`config.mk`:
```
export PLATFORM = sky130hd
export DESIGN_NAME = wtu_watchdog
export DESIGN_NICKNAME = d
export VERILOG_FILES = /design/src/hw/wtu_pkg.sv /design/src/hw/wtu_watchdog.sv
export SDC_FILE = /design/constraint.sdc
export NUM_CORES = 1
export LEC_CHECK = 0
export ABC_AREA = 1
export BUFFER_PORTS_ARGS = -buffer_cell sky130_fd_sc_hd__buf_2
export CORE_UTILIZATION = 59
export DETAILED_ROUTE_END_ITERATION = 6
export GPL_TIMING_DRIVEN = 1
export PLACE_DENSITY_LB_ADDON = 0.3
export SLEW_MARGIN = 20
export SYNTH_ARGS = -nofsm -noshare
export SYNTH_HDL_FRONTEND = slang
export SYNTH_SLANG_ARGS = --single-unit
```
`constraint.sdc`:
```
create_clock -name clk -period 4.1 [get_ports clk]
set_clock_uncertainty 0.15 [all_clocks]
set_input_delay 1.025 -clock clk [delete_from_list [all_inputs] [get_ports clk]]
set_output_delay 1.025 -clock clk [all_outputs]
set_load 0.02 [all_outputs]
```
`src/hw/wtu_pkg.sv`:
```
// constants shared by the watchdog timeout unit
// assumes the whole block runs on the crystal clock and software reaches it over a plain strobe port
//
// Summary of operation
// - a 6-bit watchdog counter advances on each overflow of a 12-bit prescaler.
// - prescaler and counter run only on the crystal clock, never the bus clock.
// - unserviced, expiry comes after 8176 or 262128 crystal cycles, picked by rate select.
// - any write to the service location clears counter and prescaler stages 12 to 4.
// - reading the service location returns the reset vector low byte, not watchdog state.
// - expiry drives the reset pin low 32 cycles and sets the watchdog cause flag.
// - an effective STOP instruction clears the prescaler.
// - 4096 crystal cycles after power-up the prescaler is cleared once.
// - any internal reset clears both prescaler and counter.
// - the reset vector address seen during a vector fetch clears the prescaler.
// - the disable input from the mask option bit suppresses all timeouts.
// - the rate select input from the mask option bit picks the timeout length.
// - no interrupt request is ever made; expiry only causes a reset.
// - in monitor mode, test voltage on interrupt or reset pin disables the watchdog.
// - in break state, test voltage on the reset pin disables the watchdog.
// - counting continues in wait mode and a timeout still resets.
// - stop mode freezes the watchdog clock path and clears the prescaler.
// - STOP takes effect only when the stop-allow option bit is 1.

package wtu_pkg;

	localparam int unsigned ADDR_W = 16;
	localparam int unsigned DATA_W = 8;

	// register map
	localparam logic [15:0] MASK_OPTION_ADDR = 16'h001f;
	localparam logic [15:0] SERVICE_ADDR     = 16'hffff;
	localparam logic [15:0] VECTOR_ADDR      = 16'hfffe;
	localparam logic [15:0] RESET_CAUSE_ADDR = 16'hfe01;

	// mask option register bit positions
	localparam int unsigned MOPT_DISABLE_BIT = 0;
	localparam int unsigned MOPT_STOP_BIT    = 1;
	localparam int unsigned MOPT_RATE_BIT    = 7;

	// reset cause register bit position and reset value
	localparam int unsigned CAUSE_WDOG_BIT  = 0;
	localparam logic        CAUSE_RESET_VAL = 1'b0;

	// counter structure
	localparam int unsigned PRESC_W         = 12;
	localparam int unsigned CNT_W           = 6;
	localparam int unsigned SERVICE_CLR_LSB = 3;

	// cycle counts on the crystal clock
	localparam int unsigned TIMEOUT_SHORT_CYCLES = 8176;
	localparam int unsigned TIMEOUT_LONG_CYCLES  = 262128;
	localparam int unsigned POR_DELAY_CYCLES     = 4096;
	localparam int unsigned RST_PULSE_CYCLES     = 32;

	typedef enum logic [1:0] {
		ST_RUN,
		ST_STOPPED,
		ST_RESET_PULSE
	} wtu_state_type;

endpackage

```
`src/hw/wtu_watchdog.sv`:
```
// watchdog timeout unit: prescaler, timeout counter, reset pulse, cause flag, service register
// assumes clk is the crystal clock, all control inputs are synchronous to it, and the
// register port is a single-cycle strobe master that never waits
//
// The strobed register port was chosen for this implementation.

`timescale 1ns/10ps

module wtu_watchdog
	import wtu_pkg::*;
#(
	parameter int unsigned TIMEOUT_SHORT = TIMEOUT_SHORT_CYCLES,
	parameter int unsigned TIMEOUT_LONG  = TIMEOUT_LONG_CYCLES
) (
	input  wire logic              clk,                 // crystal clock
	input  wire logic              nrst,                // power-on reset, active low
	input  wire logic [ADDR_W-1:0] reg_addr,            // register address
	input  wire logic [DATA_W-1:0] reg_wdata,           // write data (value ignored)
	input  wire logic              reg_wr,              // write strobe
	input  wire logic              reg_rd,              // read strobe
	output logic      [DATA_W-1:0] reg_rdata,           // read data, cycle after strobe
	input  wire logic [DATA_W-1:0] reset_vector_lo,     // low byte of reset vector
	input  wire logic              vector_fetch_in,     // cpu is fetching a vector
	input  wire logic              internal_reset_in,   // any internal reset active
	input  wire logic              stop_instr_in,       // stop instruction executed
	input  wire logic              stop_exit_in,        // wakeup from stop mode
	input  wire logic              wait_mode_in,        // cpu in wait mode
	input  wire logic              watchdog_disable_in, // mask option disable bit
	input  wire logic              rate_select_in,      // mask option rate select bit
	input  wire logic              stop_allow_in,       // mask option stop enable bit
	input  wire logic              monitor_mode_in,     // monitor mode active
	input  wire logic              break_state_in,      // break interrupt active
	input  wire logic              vtst_irq_in,         // test voltage on interrupt pin
	input  wire logic              vtst_rst_in,         // test voltage on reset pin
	output logic                   reset_pin_out,       // reset pin drive level
	output logic                   reset_pin_oe,        // reset pin driven low
	output logic                   watchdog_cause       // watchdog caused last reset
);

	localparam int unsigned TOT_W = PRESC_W + CNT_W;
	localparam int unsigned PULSE_W = $clog2(RST_PULSE_CYCLES);
	localparam int unsigned POR_W = $clog2(POR_DELAY_CYCLES) + 1;
	localparam logic [TOT_W-1:0] LAST_SHORT = TOT_W'(TIMEOUT_SHORT - 1);
	localparam logic [TOT_W-1:0] LAST_LONG = TOT_W'(TIMEOUT_LONG - 1);
	localparam logic [PULSE_W-1:0] PULSE_LAST = PULSE_W'(RST_PULSE_CYCLES - 1);
	localparam logic [POR_W-1:0] POR_LAST = POR_W'(POR_DELAY_CYCLES - 1);

	logic                 rst_meta;
	logic                 rst_n;
	wtu_state_type        state;
	logic [PRESC_W-1:0]   presc;
	logic [PRESC_W-1:0]   presc_inc;
	logic [CNT_W-1:0]     wdog_cnt;
	logic [PULSE_W-1:0]   pulse_cnt;
	logic [POR_W-1:0]     por_cnt;
	logic                 por_done;
	logic                 por_clear;
	logic                 disabled;
	logic                 service_wr;
	logic                 vector_hit;
	logic                 stop_take;
	logic                 presc_ovf;
	logic                 expire;
	logic                 cause_rd;
	logic [TOT_W-1:0]     last_count;

	////////////////////////////////////////////////////////////////////////////////
	// reset release

	always_ff @(posedge clk or negedge nrst) begin
		if (!nrst) begin
			rst_meta <= 1'b0;
			rst_n    <= 1'b0;
		end else begin
			rst_meta <= 1'b1;
			rst_n    <= rst_meta;
		end
	end

	////////////////////////////////////////////////////////////////////////////////
	// event decode

	// test voltage only matters in monitor or break; plain mask bit always wins
	assign disabled = watchdog_disable_in
		| (monitor_mode_in & (vtst_irq_in | vtst_rst_in))
		| (break_state_in & vtst_rst_in);

	assign service_wr = reg_wr && (reg_addr == SERVICE_ADDR);
	// either byte of the vector pair counts as the vector address on the bus
	assign vector_hit = vector_fetch_in && (reg_addr[ADDR_W-1:1] == VECTOR_ADDR[ADDR_W-1:1]);
	assign stop_take  = stop_instr_in && stop_allow_in && (state == ST_RUN);
	assign cause_rd   = reg_rd && (reg_addr == RESET_CAUSE_ADDR);

	assign presc_inc  = presc + 1'b1;
	assign presc_ovf  = (state == ST_RUN) && (presc == '1);
	// rate select high picks the long period
	assign last_count = rate_select_in ? LAST_LONG : LAST_SHORT;
	// wait mode has no say here, so counting and expiry carry on through it
	assign expire     = (state == ST_RUN) && !disabled
		&& ({wdog_cnt, presc} == last_count);

	////////////////////////////////////////////////////////////////////////////////
	// power-on delay: one prescaler clear after the delay, then idle

	always_ff @(posedge clk or negedge rst_n) begin
		if (!rst_n) begin
			por_cnt  <= '0;
			por_done <= 1'b0;
		end else if (!por_done) begin
			por_cnt  <= por_cnt + 1'b1;
			por_done <= (por_cnt == POR_LAST);
		end
	end

	assign por_clear = !por_done && (por_cnt == POR_LAST);

	////////////////////////////////////////////////////////////////////////////////
	// operating state

	always_ff @(posedge clk or negedge rst_n) begin
		if (!rst_n) begin
			state     <= ST_RUN;
			pulse_cnt <= '0;
		end else begin
			case (state)
			ST_RUN: begin
				pulse_cnt <= '0;
				if (expire) begin
					state <= ST_RESET_PULSE;
				end else if (stop_take) begin
					state <= ST_STOPPED;
				end
			end
			ST_STOPPED: begin
				// clock path is gated: nothing advances until wakeup or internal reset
				if (stop_exit_in || internal_reset_in) begin
					state <= ST_RUN;
				end
			end
			ST_RESET_PULSE: begin
				pulse_cnt <= pulse_cnt + 1'b1;
				if (pulse_cnt == PULSE_LAST) begin
					state <= ST_RUN;
				end
			end
			default: begin
				state     <= ST_RUN;
				pulse_cnt <= '0;
			end
			endcase
		end
	end

	////////////////////////////////////////////////////////////////////////////////
	// prescaler

	// only clk advances it; the bus clock never reaches this logic
	always_ff @(posedge clk or negedge rst_n) begin
		if (!rst_n) begin
			presc <= '0;
		end else if (internal_reset_in || expire || disabled) begin
			presc <= '0;
		end else if (stop_take) begin
			presc <= '0;
		end else if (por_clear || vector_hit) begin
			presc <= '0;
		end else if (service_wr) begin
			// low stages keep running so a service never stretches the period
			presc <= {{(PRESC_W - SERVICE_CLR_LSB){1'b0}}, presc_inc[SERVICE_CLR_LSB-1:0]};
		end else if (state == ST_RUN) begin
			presc <= presc_inc;
		end
	end

	////////////////////////////////////////////////////////////////////////////////
	// timeout counter

	always_ff @(posedge clk or negedge rst_n) begin
		if (!rst_n) begin
			wdog_cnt <= '0;
		end else if (internal_reset_in || expire || disabled) begin
			wdog_cnt <= '0;
		end else if (service_wr) begin
			wdog_cnt <= '0;
		end else if (presc_ovf) begin
			wdog_cnt <= wdog_cnt + 1'b1;
		end
	end

	////////////////////////////////////////////////////////////////////////////////
	// reset pin and cause flag; expiry has no interrupt path, only this reset

	always_ff @(posedge clk or negedge rst_n) begin
		if (!rst_n) begin
			reset_pin_oe  <= 1'b0;
			reset_pin_out <= 1'b0;
		end else begin
			reset_pin_out <= 1'b0;
			if (expire) begin
				reset_pin_oe <= 1'b1;
			end else if (state == ST_RESET_PULSE && pulse_cnt == PULSE_LAST) begin
				reset_pin_oe <= 1'b0;
			end
		end
	end

	// survives the internal reset it causes; a new expiry beats a clearing read
	always_ff @(posedge clk or negedge rst_n) begin
		if (!rst_n) begin
			watchdog_cause <= CAUSE_RESET_VAL;
		end else if (expire) begin
			watchdog_cause <= 1'b1;
		end else if (cause_rd) begin
			watchdog_cause <= 1'b0;
		end
	end

	////////////////////////////////////////////////////////////////////////////////
	// register read port

	always_ff @(posedge clk or negedge rst_n) begin
		if (!rst_n) begin
			reg_rdata <= '0;
		end else if (reg_rd) begin
			reg_rdata <= '0;
			case (reg_addr)
			SERVICE_ADDR: begin
				reg_rdata <= reset_vector_lo;
			end
			MASK_OPTION_ADDR: begin
				reg_rdata[MOPT_DISABLE_BIT] <= watchdog_disable_in;
				reg_rdata[MOPT_STOP_BIT]    <= stop_allow_in;
				reg_rdata[MOPT_RATE_BIT]    <= rate_select_in;
			end
			RESET_CAUSE_ADDR: begin
				reg_rdata[CAUSE_WDOG_BIT] <= watchdog_cause;
			end
			default: begin
				reg_rdata <= '0;
			end
			endcase
		end else begin
			reg_rdata <= '0;
		end
	end

	// write data value and wait mode carry no meaning for this block
	logic unused_ok;
	assign unused_ok = ^{reg_wdata, wait_mode_in};

endmodule

```
# After elaboration in Yosys (flattened, before gate mapping)
# Cells that the tools add are included.
# word_totals
regBits	51
inputBits	48
output_inout_bits	11
# classes
add_sub_neg	4
n_eq_ne	13
muxes	25
bitwise_logic	5
n_reduce_logical	22
# op_table
operator	count
$mux 12	5
$eq 16x16->1 const B	2
$eq 18x18->1	1
$mux 18	1
$mux 6	3
$eq 16x5->1 const B	1
$eq 15x15->1 const B	1
$add 13x1->13 const B	1
$eq 13x12->1 const B	1
$add 12x1->12 const B	1
$eq 12x12->1 const B	1
$logic_and 1x1->1	10
$pmux 5 s2	1
$mux 2	4
$mux 8	1
$add 6x1->6 const B	1
$pmux 2 s3	1
$add 5x1->5 const B	1
$eq 5x5->1 const B	1
$mux 1	5
$mux 5	1
$reduce_bool 5->1	1
$logic_or 1x1->1	4
$ne 2x2->1 const B	2
12 further kinds	18

# Longest topological paths before layout
# Gate-level depths: netlist (run 1).
# depth
depth_word	10
ltp_mapped	12
ltp_nobuf	11

# Least setup slack after synthesis (run 1)
# OpenSTA, ideal clock, no wires.
# synth_timing
kind	input to register
startpoint	input reg_addr[15]
endpoint	register presc[10]
setup_time_ps	65
arrival_ps	1857
path_slack_ps	2028
path_stages	8
n_path_buf	1
cell_sequence	nand2_1 > nor2_1 > and2_4 > nand4_4 > nand2_2 > buf_4 > nand4_1 > nand2_1
# synth_via
elab_chain_cells	6
elab_cells_between_ends	10
# synth_lines
element	line_no	rtl
from (decl)	wtu_watchdog.sv:17	input wire logic [ADDR_W-1:0] reg_addr,
$eq 16x16->1 or $eq 15x15->1 (tied branches)	wtu_watchdog.sv:88, wtu_watchdog.sv:90	
$logic_and 1x1->1 (on tied branches)	wtu_watchdog.sv:88, wtu_watchdog.sv:90	
$mux 12 or $logic_or 1x1->1 (tied branches)	wtu_watchdog.sv:167, wtu_watchdog.sv:165	
$mux 12	wtu_watchdog.sv:165	end else if (por_clear || vector_hit) begin
$mux 12	wtu_watchdog.sv:163	end else if (stop_take) begin
$mux 12	wtu_watchdog.sv:161	end else if (internal_reset_in || expire || disabled) begin
to (signal assigned)	wtu_watchdog.sv:169	presc <= {{(PRESC_W - SERVICE_CLR_LSB){1'b0}}, presc_inc[SERVICE_CLR_LSB-1:0]};
to (signal assigned)	wtu_watchdog.sv:171	presc <= presc_inc;
to (decl)	wtu_watchdog.sv:51	logic [PRESC_W-1:0] presc;
# Several ways; a longest one is shown, not always the timed one.
# A chain may end at the register's enable or synchronous reset.

# Final worst setup path (run 1)
# layout_timing
startpoint	input reg_addr[15]
endpoint	register presc[1]
# The elaborated chain is that of the path after synthesis.

==> flow_summary_export.csv, run 1 <==
group,metric,value,unit
status,status,"finished clean",
drt,drtAntennaViolNets,0,
clock_network,cts_hold_buf,0,
finish,final_cell_mix,"92 x nand2_1, 52 x nor2_1, 50 x dfrtp_1",
finish,final_common_cell,"nand2_1",
job,cap_violations,0,
synthesis,synth-seq-cells,51,
worst_hold_path,min-delay-path-class,"reg2async",
clock_network,clock_latency,0.31,ns
timing,setup-tns-final,0,ns
power,switching_power,0.322,mW
place,dp.cells,486,
timing,slew_violations,0,
synthesis,synth_top_family_by_area,"simple AND/OR/NAND/NOR gates",
setup_path,crit_fanout,15,
clock_network,htreeDepth,2,
drt,drc,0,
power,intPower,0.695,mW
synthesis,synthMuxAreaShare,0,%
floorplanning,dieArea,5160,um^2
synthesis,async_reset_ff_share,100,%
clock_network,clk_path_buf_depth,2,
power,ir_drop,0.202,mV
floorplanning,start_util,60.9,%
setup_path,startpoint,"reg_addr[15]",
drt,wl_per_cell,11.7,um
power,swShare,31.7,%
setup_path,cpMaxStageDelayCell,"nand2_2",
grt,antenna_found_initial,0,
drt,route.vias.total,2517,
floorplanning,ioPinCount,59,
drt,first_pass_iters,5,
synthesis,synth-xor-area-share,4.57,%
place,place_ws,1.61,ns
timing,max_slew_margin,59.1,%
floorplanning,die_h,71.8,um
timing,setup_viol,0,
finish,finalNonFillerCells,494,
clock_network,cts.sinks,51,
place,place.gp.congestion,0.856,
timing,worst_pin_slew,0.613,ns
clock_network,cts_root_buffer,"clkbuf_8",
place,io_buffers,48,
timing,min_period,2.19,ns
synthesis,synth_compound_area_share,4.30,%
setup_path,worst_path_most_repeated_cell,"nor2_1",
setup_path,cp-end-kind,"flop",
synthesis,ys.flop_type,"dfrtp_1",
grt,grt_max_degree,50,
synthesis,yosysUniqueCellTypes,34,
grt,grt_pass1_wl,9940,um
timing,rsz0062_at_grt,"false",
clock_network,cts_tree,"built",
drt,drt_iter0_markers,248,
timing,setup_slack,1.91,ns
finish,final_util,68.8,%
power,pwr-share-comb,17.7,%
power,power.leakage,1.70,nW
floorplanning,rows,25,
synthesis,netlist_instances,377,
timing,hold_violations,0,
grt,grt-ovfl-total,0,
setup_path,critPathRequiredTime,4.15,ns
drt,viasPerCell,5.10,
setup_path,r2r_start,"presc[0]$_DFFE_PN0P_",
synthesis,synth-simple-area-share,35.7,%
synthesis,yosysWarnings,0,
synthesis,syn-num-nets,430,
synthesis,syn_area_per_cell,7.63,um^2
place,dp_hpwl,4340,um
setup_path,critPathMaxStageDelay,0.27,ns
finish,nNetsFinal,479,
floorplanning,die_w,71.8,um
setup_path,critPathLaunchType,"primary input",
setup_path,crit_type,"in2reg",
floorplanning,core,4720,um^2
drt,drt-total-wl,5790,um
clock_network,clkSlewWorstSetupHoldPaths,0.10,ns
setup_path,crit_chain,"buf_2 > nand2_1 > nor2_1 > and2_4 > nand4_4 > nand2_2 > inv_2 > a21oi_1 > nor2_1",
clock_network,ctsResizeCount,0,
clock_network,post-cts-setup-buffers,0,
synthesis,synth_fa_ha_area_share,2.17,%
finish,final.fill_count,391,
clock_network,cts_buffers,5,
grt,grt_pass1_vias,2286,
power,power.share.clock,28.9,%
synthesis,synth-edff-count,0,
synthesis,syn_area,2880,um^2
finish,area_growth,13.0,%
timing,fin_crit_sh,53.5,%
timing,max_freq,456,MHz
finish,antennaDiodeCount,0,
setup_path,cp.arrival,2.24,ns
finish,drive_above_1_share,18.3,%
grt,grt_usage,24.8,%
power,power_density,313,nW/um^2
power,power_frac_seq,53.3,%
synthesis,ys_seq_area_share,44.3,%
[power by group through the flow]
stage          combinational (mW)  sequential [mW]  clock, mW
3_5_place_dp                0.178            0.553          0
4_1_cts                     0.179            0.543      0.303
5_1_grt                     0.209            0.548      0.323
3_3_place_gp                0.175            0.552          0
2_1_floorplan               0.129            0.548          0
6_report                    0.180            0.543      0.294
[registers in the layout (all words and copies together), names as in the netlist]
name and flops:
state 2, reset_pin_oe 1, por_cnt 13, pulse_cnt 5
rst_n 1, watchdog_cause 1, reg_rdata 8, rst_meta 1
por_done 1, wdog_cnt 6, presc 12
[through the flow]
stage / instance area [um^2] / power, mW / hold WS (ns)
4_1_cts: 3250 / 1.03 / 0.219
3_5_place_dp: 3160 / 0.732 / 0.187
5_1_grt: 3250 / 1.08 / 0.227
6_report: 3250 / 1.02 / 0.196
3_3_place_gp: 3160 / 0.727 / 0.190
2_1_floorplan: 2880 / 0.677 / 0.181
[worst max-delay path, delay by kind of cell]
family | cells | cell delay (ns)
AO/OA/AOI/OAI | 1 | 0.16
buffers and inverters | 2 | 0.25
AND/OR/NAND/NOR | 6 | 0.81
[layout make-up]
cell class                      count  area, um^2  share of cell area [%]
Multi-Input combinational cell    268        1350                    41.6
Tap cell                           67        83.8                    2.58
Timing Repair Buffer               49         248                    7.62
Clock buffer                        5        68.8                    2.12
Clock inverter                      3        23.8                   0.731
Inverter                           51         194                    5.97
Sequential cell                    51        1280                    39.4
[synthesized netlist by cell type (all sizes together) (3+ instances only)]
master	number	area, um^2
xor2	10	87.6
dfrtp	51	1280
inv	51	194
xnor2	5	43.8
a21oi	7	38.8
nor2	57	241
nand3	37	185
and3	3	18.8
o21ai	11	55.1
ha	5	62.6
nor3	6	35.0
buf	7	55.1
nand4	18	128
nand2	96	370
[layer usage]
| layer | vias up | GRT usage [%] | wire length [um] |
|---|---|---|---|
| li1 | 1293 | - | - |
| met1 | 1140 | 33.8 | 2710 |
| met2 | 80 | 40.1 | 2720 |
| met3 | 4 | 4.50 | 297 |
| met4 | 0 | 8.71 | 68 |
| met5 | - | 0 | 0 |
[cells by family (layout without fill, tap and decap cells)]
family	after synthesis	count (layout)
other	2	2
AND/OR/NAND/NOR	224	224
flip-flops	51	51
buffers and inverters	58	108
XOR/XNOR	15	15
adder cells (fa/ha/maj)	5	5
AO/OA/AOI/OAI	22	22
[path summary, 6_finish.rpt]
kind                                           end  slack [ns]  depth (start not counted)
min in group clk                   rst_n$_DFF_PN0_        0.22                          0
setup reg to reg              presc[1]$_DFFE_PN0P_        2.15                         11
setup / recovery              presc[1]$_DFFE_PN0P_        1.91                          9
hold reg to reg             por_cnt[0]$_DFFE_PN0N_        0.20                          0
hold / removal              por_cnt[0]$_DFFE_PN0N_        0.20                          0
max in group asynchronous  wdog_cnt[1]$_DFFE_PN0P_        3.18                          0
Note: power is estimated with default switching activity, not from simulation.
==> inputs of run 2 (changes only) <==
- CORE_UTILIZATION: 59 -> 55
- clock period: 4.1 -> 2.1 ns (I/O delays scaled with it)
==> flow_summary_export.csv, run 2 (synthesis results as in run 1) <==
group,metric,value,unit
status,status,"finished clean",
place,io_buffers,48,
floorplanning,rows,25,
timing,setup-tns-final,0,ns
place,place_ws,0.206,ns
grt,grt_usage,24.3,%
grt,grt_pass1_vias,2411,
floorplanning,core,4880,um^2
clock_network,clk_path_buf_depth,2,
power,power_density,626,nW/um^2
power,finalPower,2.08,mW
clock_network,htreeDepth,2,
worst_hold_path,min-delay-path-class,"reg2async",
drt,drc,0,
place,dp_hpwl,4440,um
place,place.gp.congestion,0.847,
grt,grt_pass1_wl,10200,um
drt,drt-total-wl,5900,um
clock_network,clkSlewWorstSetupHoldPaths,0.09,ns
finish,antennaDiodeCount,0,
setup_path,cp.arrival,2.05,ns
finish,final_common_cell,"nand2_1",
drt,drt_iter0_markers,157,
clock_network,cts_buffers,5,
finish,drive_above_1_share,19.0,%
floorplanning,dieArea,5530,um^2
grt,antenna_found_initial,0,
drt,route.vias.total,2545,
finish,nNetsFinal,484,
clock_network,clock_latency,0.31,ns
setup_path,critPathRequiredTime,2.19,ns
power,ir_drop,0.311,mV
timing,setup_viol,0,
timing,whs,0.0805,ns
setup_path,r2r_cells,11,
finish,largest_reg_flops,13,
drt,viasPerCell,5.10,
setup_path,critPathLaunchType,"flop",
clock_network,post-cts-setup-buffers,0,
timing,fin_crit_sh,93.1,%
setup_path,crit_type,"reg2reg",
floorplanning,start_util,59.0,%
clock_network,cts_root_buffer,"clkbuf_8",
grt,grt_max_degree,31,
grt,grt-ovfl-total,0,
drt,wl_per_cell,11.8,um
setup_path,cp-end-kind,"flop",
timing,hold_violations,0,
finish,area_growth,15.3,%
finish,final_cell_mix,"92 x nand2_1, 51 x nor2_1, 50 x dfrtp_1",
setup_path,crit_fanout,10,
clock_network,cts_tree,"built",
drt,drtAntennaViolNets,0,
job,cap_violations,0,
floorplanning,ioPinCount,59,
power,power.leakage,1.74,nW
finish,final_util,68.0,%
finish,largestRegisters,"por_cnt x13, presc x12, reg_rdata x8",
floorplanning,die_w,74.3,um
timing,slew_violations,0,
finish,regMostFlops,"por_cnt",
floorplanning,die_h,74.3,um
clock_network,cts.sinks,51,
timing,setup_slack,0.144,ns
timing,min_period,1.96,ns
drt,first_pass_iters,4,
timing,max_freq,511,MHz
-- run 2: final timing paths --
kind	startpoint	slack, ns	endpoint
hold / removal	rst_n$_DFF_PN0_	0.08	reg_rdata[7]$_DFF_PN0_
min in group clk	rst_meta$_DFF_PN0_	0.21	rst_n$_DFF_PN0_
max in group asynchronous	rst_n$_DFF_PN0_	1.19	presc[5]$_DFFE_PN0P_
setup / recovery	presc[0]$_DFFE_PN0P_	0.14	presc[10]$_DFFE_PN0P_
hold reg to reg	rst_n$_DFF_PN0_	0.08	reg_rdata[7]$_DFF_PN0_
setup reg to reg	presc[0]$_DFFE_PN0P_	0.14	presc[10]$_DFFE_PN0P_
-- run 2: power by group --
part           switching, mW  internal (mW)  total [mW]
Sequential            0.0335           1.02        1.05
Combinational          0.279          0.134       0.413
Clock                  0.312          0.301       0.613
-- run 2: critical path, cell delays in order (launching register included) --
cell and delay (ns):
dfrtp_1 0.42, ha_1 0.27, nand2_2 0.12, inv_1 0.06, nand2_1 0.08, nor2_1 0.05, nand3_1 0.12, nand2_1 0.12
nor2_4 0.14, buf_4 0.19, nand4_1 0.09, nand2_1 0.08
-- run 2: final cells by class --
| class | instances | area (um^2) |
|---|---|---|
| Fill cell | 412 | 1560 |
| Tap cell | 67 | 83.8 |
| Timing Repair Buffer | 54 | 304 |
| Sequential cell | 51 | 1280 |
| Inverter | 51 | 194 |
| Clock buffer | 8 | 100 |
| Multi-Input combinational cell | 268 | 1360 |
-- run 2: metal layers --
| layer | vias to the layer above | global-route usage (%) | routed length [um] |
|---|---|---|---|
| met2 | 71 | 42.6 | 2840 |
| met4 | 0 | 9.64 | 144 |
| met3 | 15 | 3.93 | 304 |
| li1 | 1303 | - | - |
| met1 | 1156 | 29.9 | 2600 |
| met5 | - | 0 | 0 |
-- run 2: stage by stage --
| stage | cell area (um^2) | instances |
|---|---|---|
| after floorplan | 2880 | 377 |
| after global placement | 3190 | 489 |
| after detailed placement | 3190 | 489 |
| after CTS | 3300 | 498 |
| after global routing | 3320 | 499 |
| final | 3320 | 499 |
-- run 2: timing repair --
| action | CTS | global route |
|---|---|---|
| setup endpoints to repair | 0 | 4 |
| resized for setup | 0 | 5 |
| hold endpoints to repair | 2 | 0 |
| hold buffers | 1 | 0 |
==> inputs of run 3 (changes only) <==
- CORE_UTILIZATION: 55 -> 38
==> flow_summary_export.csv, run 3 (synthesis results as in run 1) <==
group,metric,value,unit
status,status,"finished clean",
finish,finalInstanceArea,3350,um^2
place,dp_hpwl,4770,um
setup_path,crit_type,"reg2reg",
clock_network,clk_path_buf_depth,2,
clock_network,cts.sinks,51,
floorplanning,start_util,39.5,%
setup_path,critPathMaxStageDelay,0.42,ns
timing,slew_violations,0,
grt,grt_usage,17.5,%
grt,grt_pass1_vias,2354,
power,power.leakage,1.74,nW
timing,rsz0062_at_grt,"false",
finish,drive_above_1_share,19.2,%
finish,antennaDiodeCount,0,
power,power_density,607,nW/um^2
place,place.gp.congestion,0.812,
grt,grt_max_degree,29,
timing,setup_slack,0.183,ns
place,placed_cell_area,3250,um^2
drt,drtAntennaViolNets,0,
setup_path,crit_chain,"ha_1 > nand2_2 > inv_1 > nand2_1 > nor2_1 > nand3_1 > nand2_1 > nor2_2 > buf_12 > nand4_1 > nand2_1",
timing,worst_pin_slew,0.512,ns
finish,largestRegisters,"por_cnt x13, presc x12, reg_rdata x8",
clock_network,htreeDepth,2,
grt,grt_pass1_wl,10500,um
timing,min_period,1.92,ns
timing,hold_violations,0,
drt,viasPerCell,4.69,
place,io_buffers,48,
floorplanning,die_w,89.0,um
setup_path,cpMaxStageDelayCell,"dfrtp_1",
finish,final_util,45.9,%
clock_network,clock_latency,0.31,ns
drt,drt_iter0_markers,91,
setup_path,critPathRequiredTime,2.20,ns
finish,regMostFlops,"por_cnt",
timing,setup_viol,0,
job,cap_violations,0,
setup_path,cp-end-kind,"flop",
clock_network,cts_buffers,5,
power,ir_drop,0.265,mV
grt,grt-ovfl-total,0,
place,place_ws,0.159,ns
clock_network,cts_root_buffer,"clkbuf_8",
timing,max_freq,522,MHz
setup_path,critPathLaunchType,"flop",
timing,max_slew_margin,65.8,%
drt,drc,0,
clock_network,clkSlewWorstSetupHoldPaths,0.10,ns
power,finalPower,2.03,mW
drt,route.vias.total,2489,
floorplanning,rows,31,
floorplanning,ioPinCount,59,
worst_hold_path,min-delay-path-class,"reg2async",
setup_path,worst_path_most_repeated_cell,"nand2_1",
floorplanning,die_h,89.0,um
timing,whs,0.0918,ns
drt,drt-total-wl,6140,um
floorplanning,dieArea,7930,um^2
timing,fin_crit_sh,91.3,%
setup_path,cp.arrival,2.02,ns
finish,nNetsFinal,484,
finish,area_growth,16.3,%
finish,final_cell_mix,"92 x nand2_1, 51 x nor2_1, 50 x dfrtp_1",
clock_network,cts_tree,"built",
timing,setup-tns-final,0,ns
floorplanning,core,7290,um^2
drt,wl_per_cell,11.6,um
place,dp.cells,522,
setup_path,crit_fanout,21,
finish,final_common_cell,"nand2_1",
grt,antenna_found_initial,0,
finish,largest_reg_flops,13,
finish,finalNonFillerCells,531,
drt,first_pass_iters,4,
-- run 3: cell types whose count changed in the layout (fill, tap and decap cells not counted) --
cell / previous run / this run
clkbuf_8: 7 / 5
clkbuf_1: 1 / 0
buf_12: 1 / 2
nor2_2: 2 / 3
nor2_4: 4 / 3
clkinv_2: 0 / 3
buf_6: 1 / 0
-- run 3: worst max-delay path: cells and delay by family (launching register included) --
| family | cells | cell delay, ns |
|---|---|---|
| buffers and inverters | 2 | 0.23 |
| adder cells (fa/ha/maj) | 1 | 0.27 |
| flip-flops | 1 | 0.42 |
| AND/OR/NAND/NOR | 8 | 0.79 |
-- run 3: routing by layer --
layer / track usage (%) / vias to the layer above / wire length, um
met5: 0 / - / 0
met4: 4.62 / 0 / 37
met3: 4.80 / 2 / 246
met2: 30.7 / 35 / 3000
met1: 21.3 / 1142 / 2850
li1: - / 1310 / -
-- run 3: where the power goes --
part           switching, mW  internal (mW)
Combinational          0.278          0.150
Clock                  0.324          0.229
Sequential            0.0314           1.02
-- run 3: what timing repair did --
| action | CTS | global route |
|---|---|---|
| endpoints found under the setup margin | 0 | 1 |
| buffers inserted | 0 | 0 |
| endpoints found under the hold margin | 2 | 0 |
| hold buffers | 1 | 0 |
| resized for setup | 0 | 1 |
-- run 3: path summary, 6_finish.rpt --
check,startpoint,slack [ns],depth (start not counted),to
min,rst_n$_DFF_PN0_,0.09,0,presc[11]$_DFFE_PN0P_
min in group clk,rst_meta$_DFF_PN0_,0.21,0,rst_n$_DFF_PN0_
max reg2reg,presc[0]$_DFFE_PN0P_,0.18,11,presc[7]$_DFFE_PN0P_
max,presc[0]$_DFFE_PN0P_,0.18,11,presc[7]$_DFFE_PN0P_
min reg2reg,rst_n$_DFF_PN0_,0.09,0,presc[11]$_DFFE_PN0P_
max in group asynchronous,rst_n$_DFF_PN0_,1.17,1,reg_rdata[5]$_DFF_PN0_
-- run 3: final cells by class --
type	instances	area, um^2
fillers	733	3950
multi-input cells	268	1360
flip-flops and latches	51	1280
repair buffers	54	313
inverters	51	194
well taps	99	124
clock buffers	5	68.8
clock inverters	3	15.0
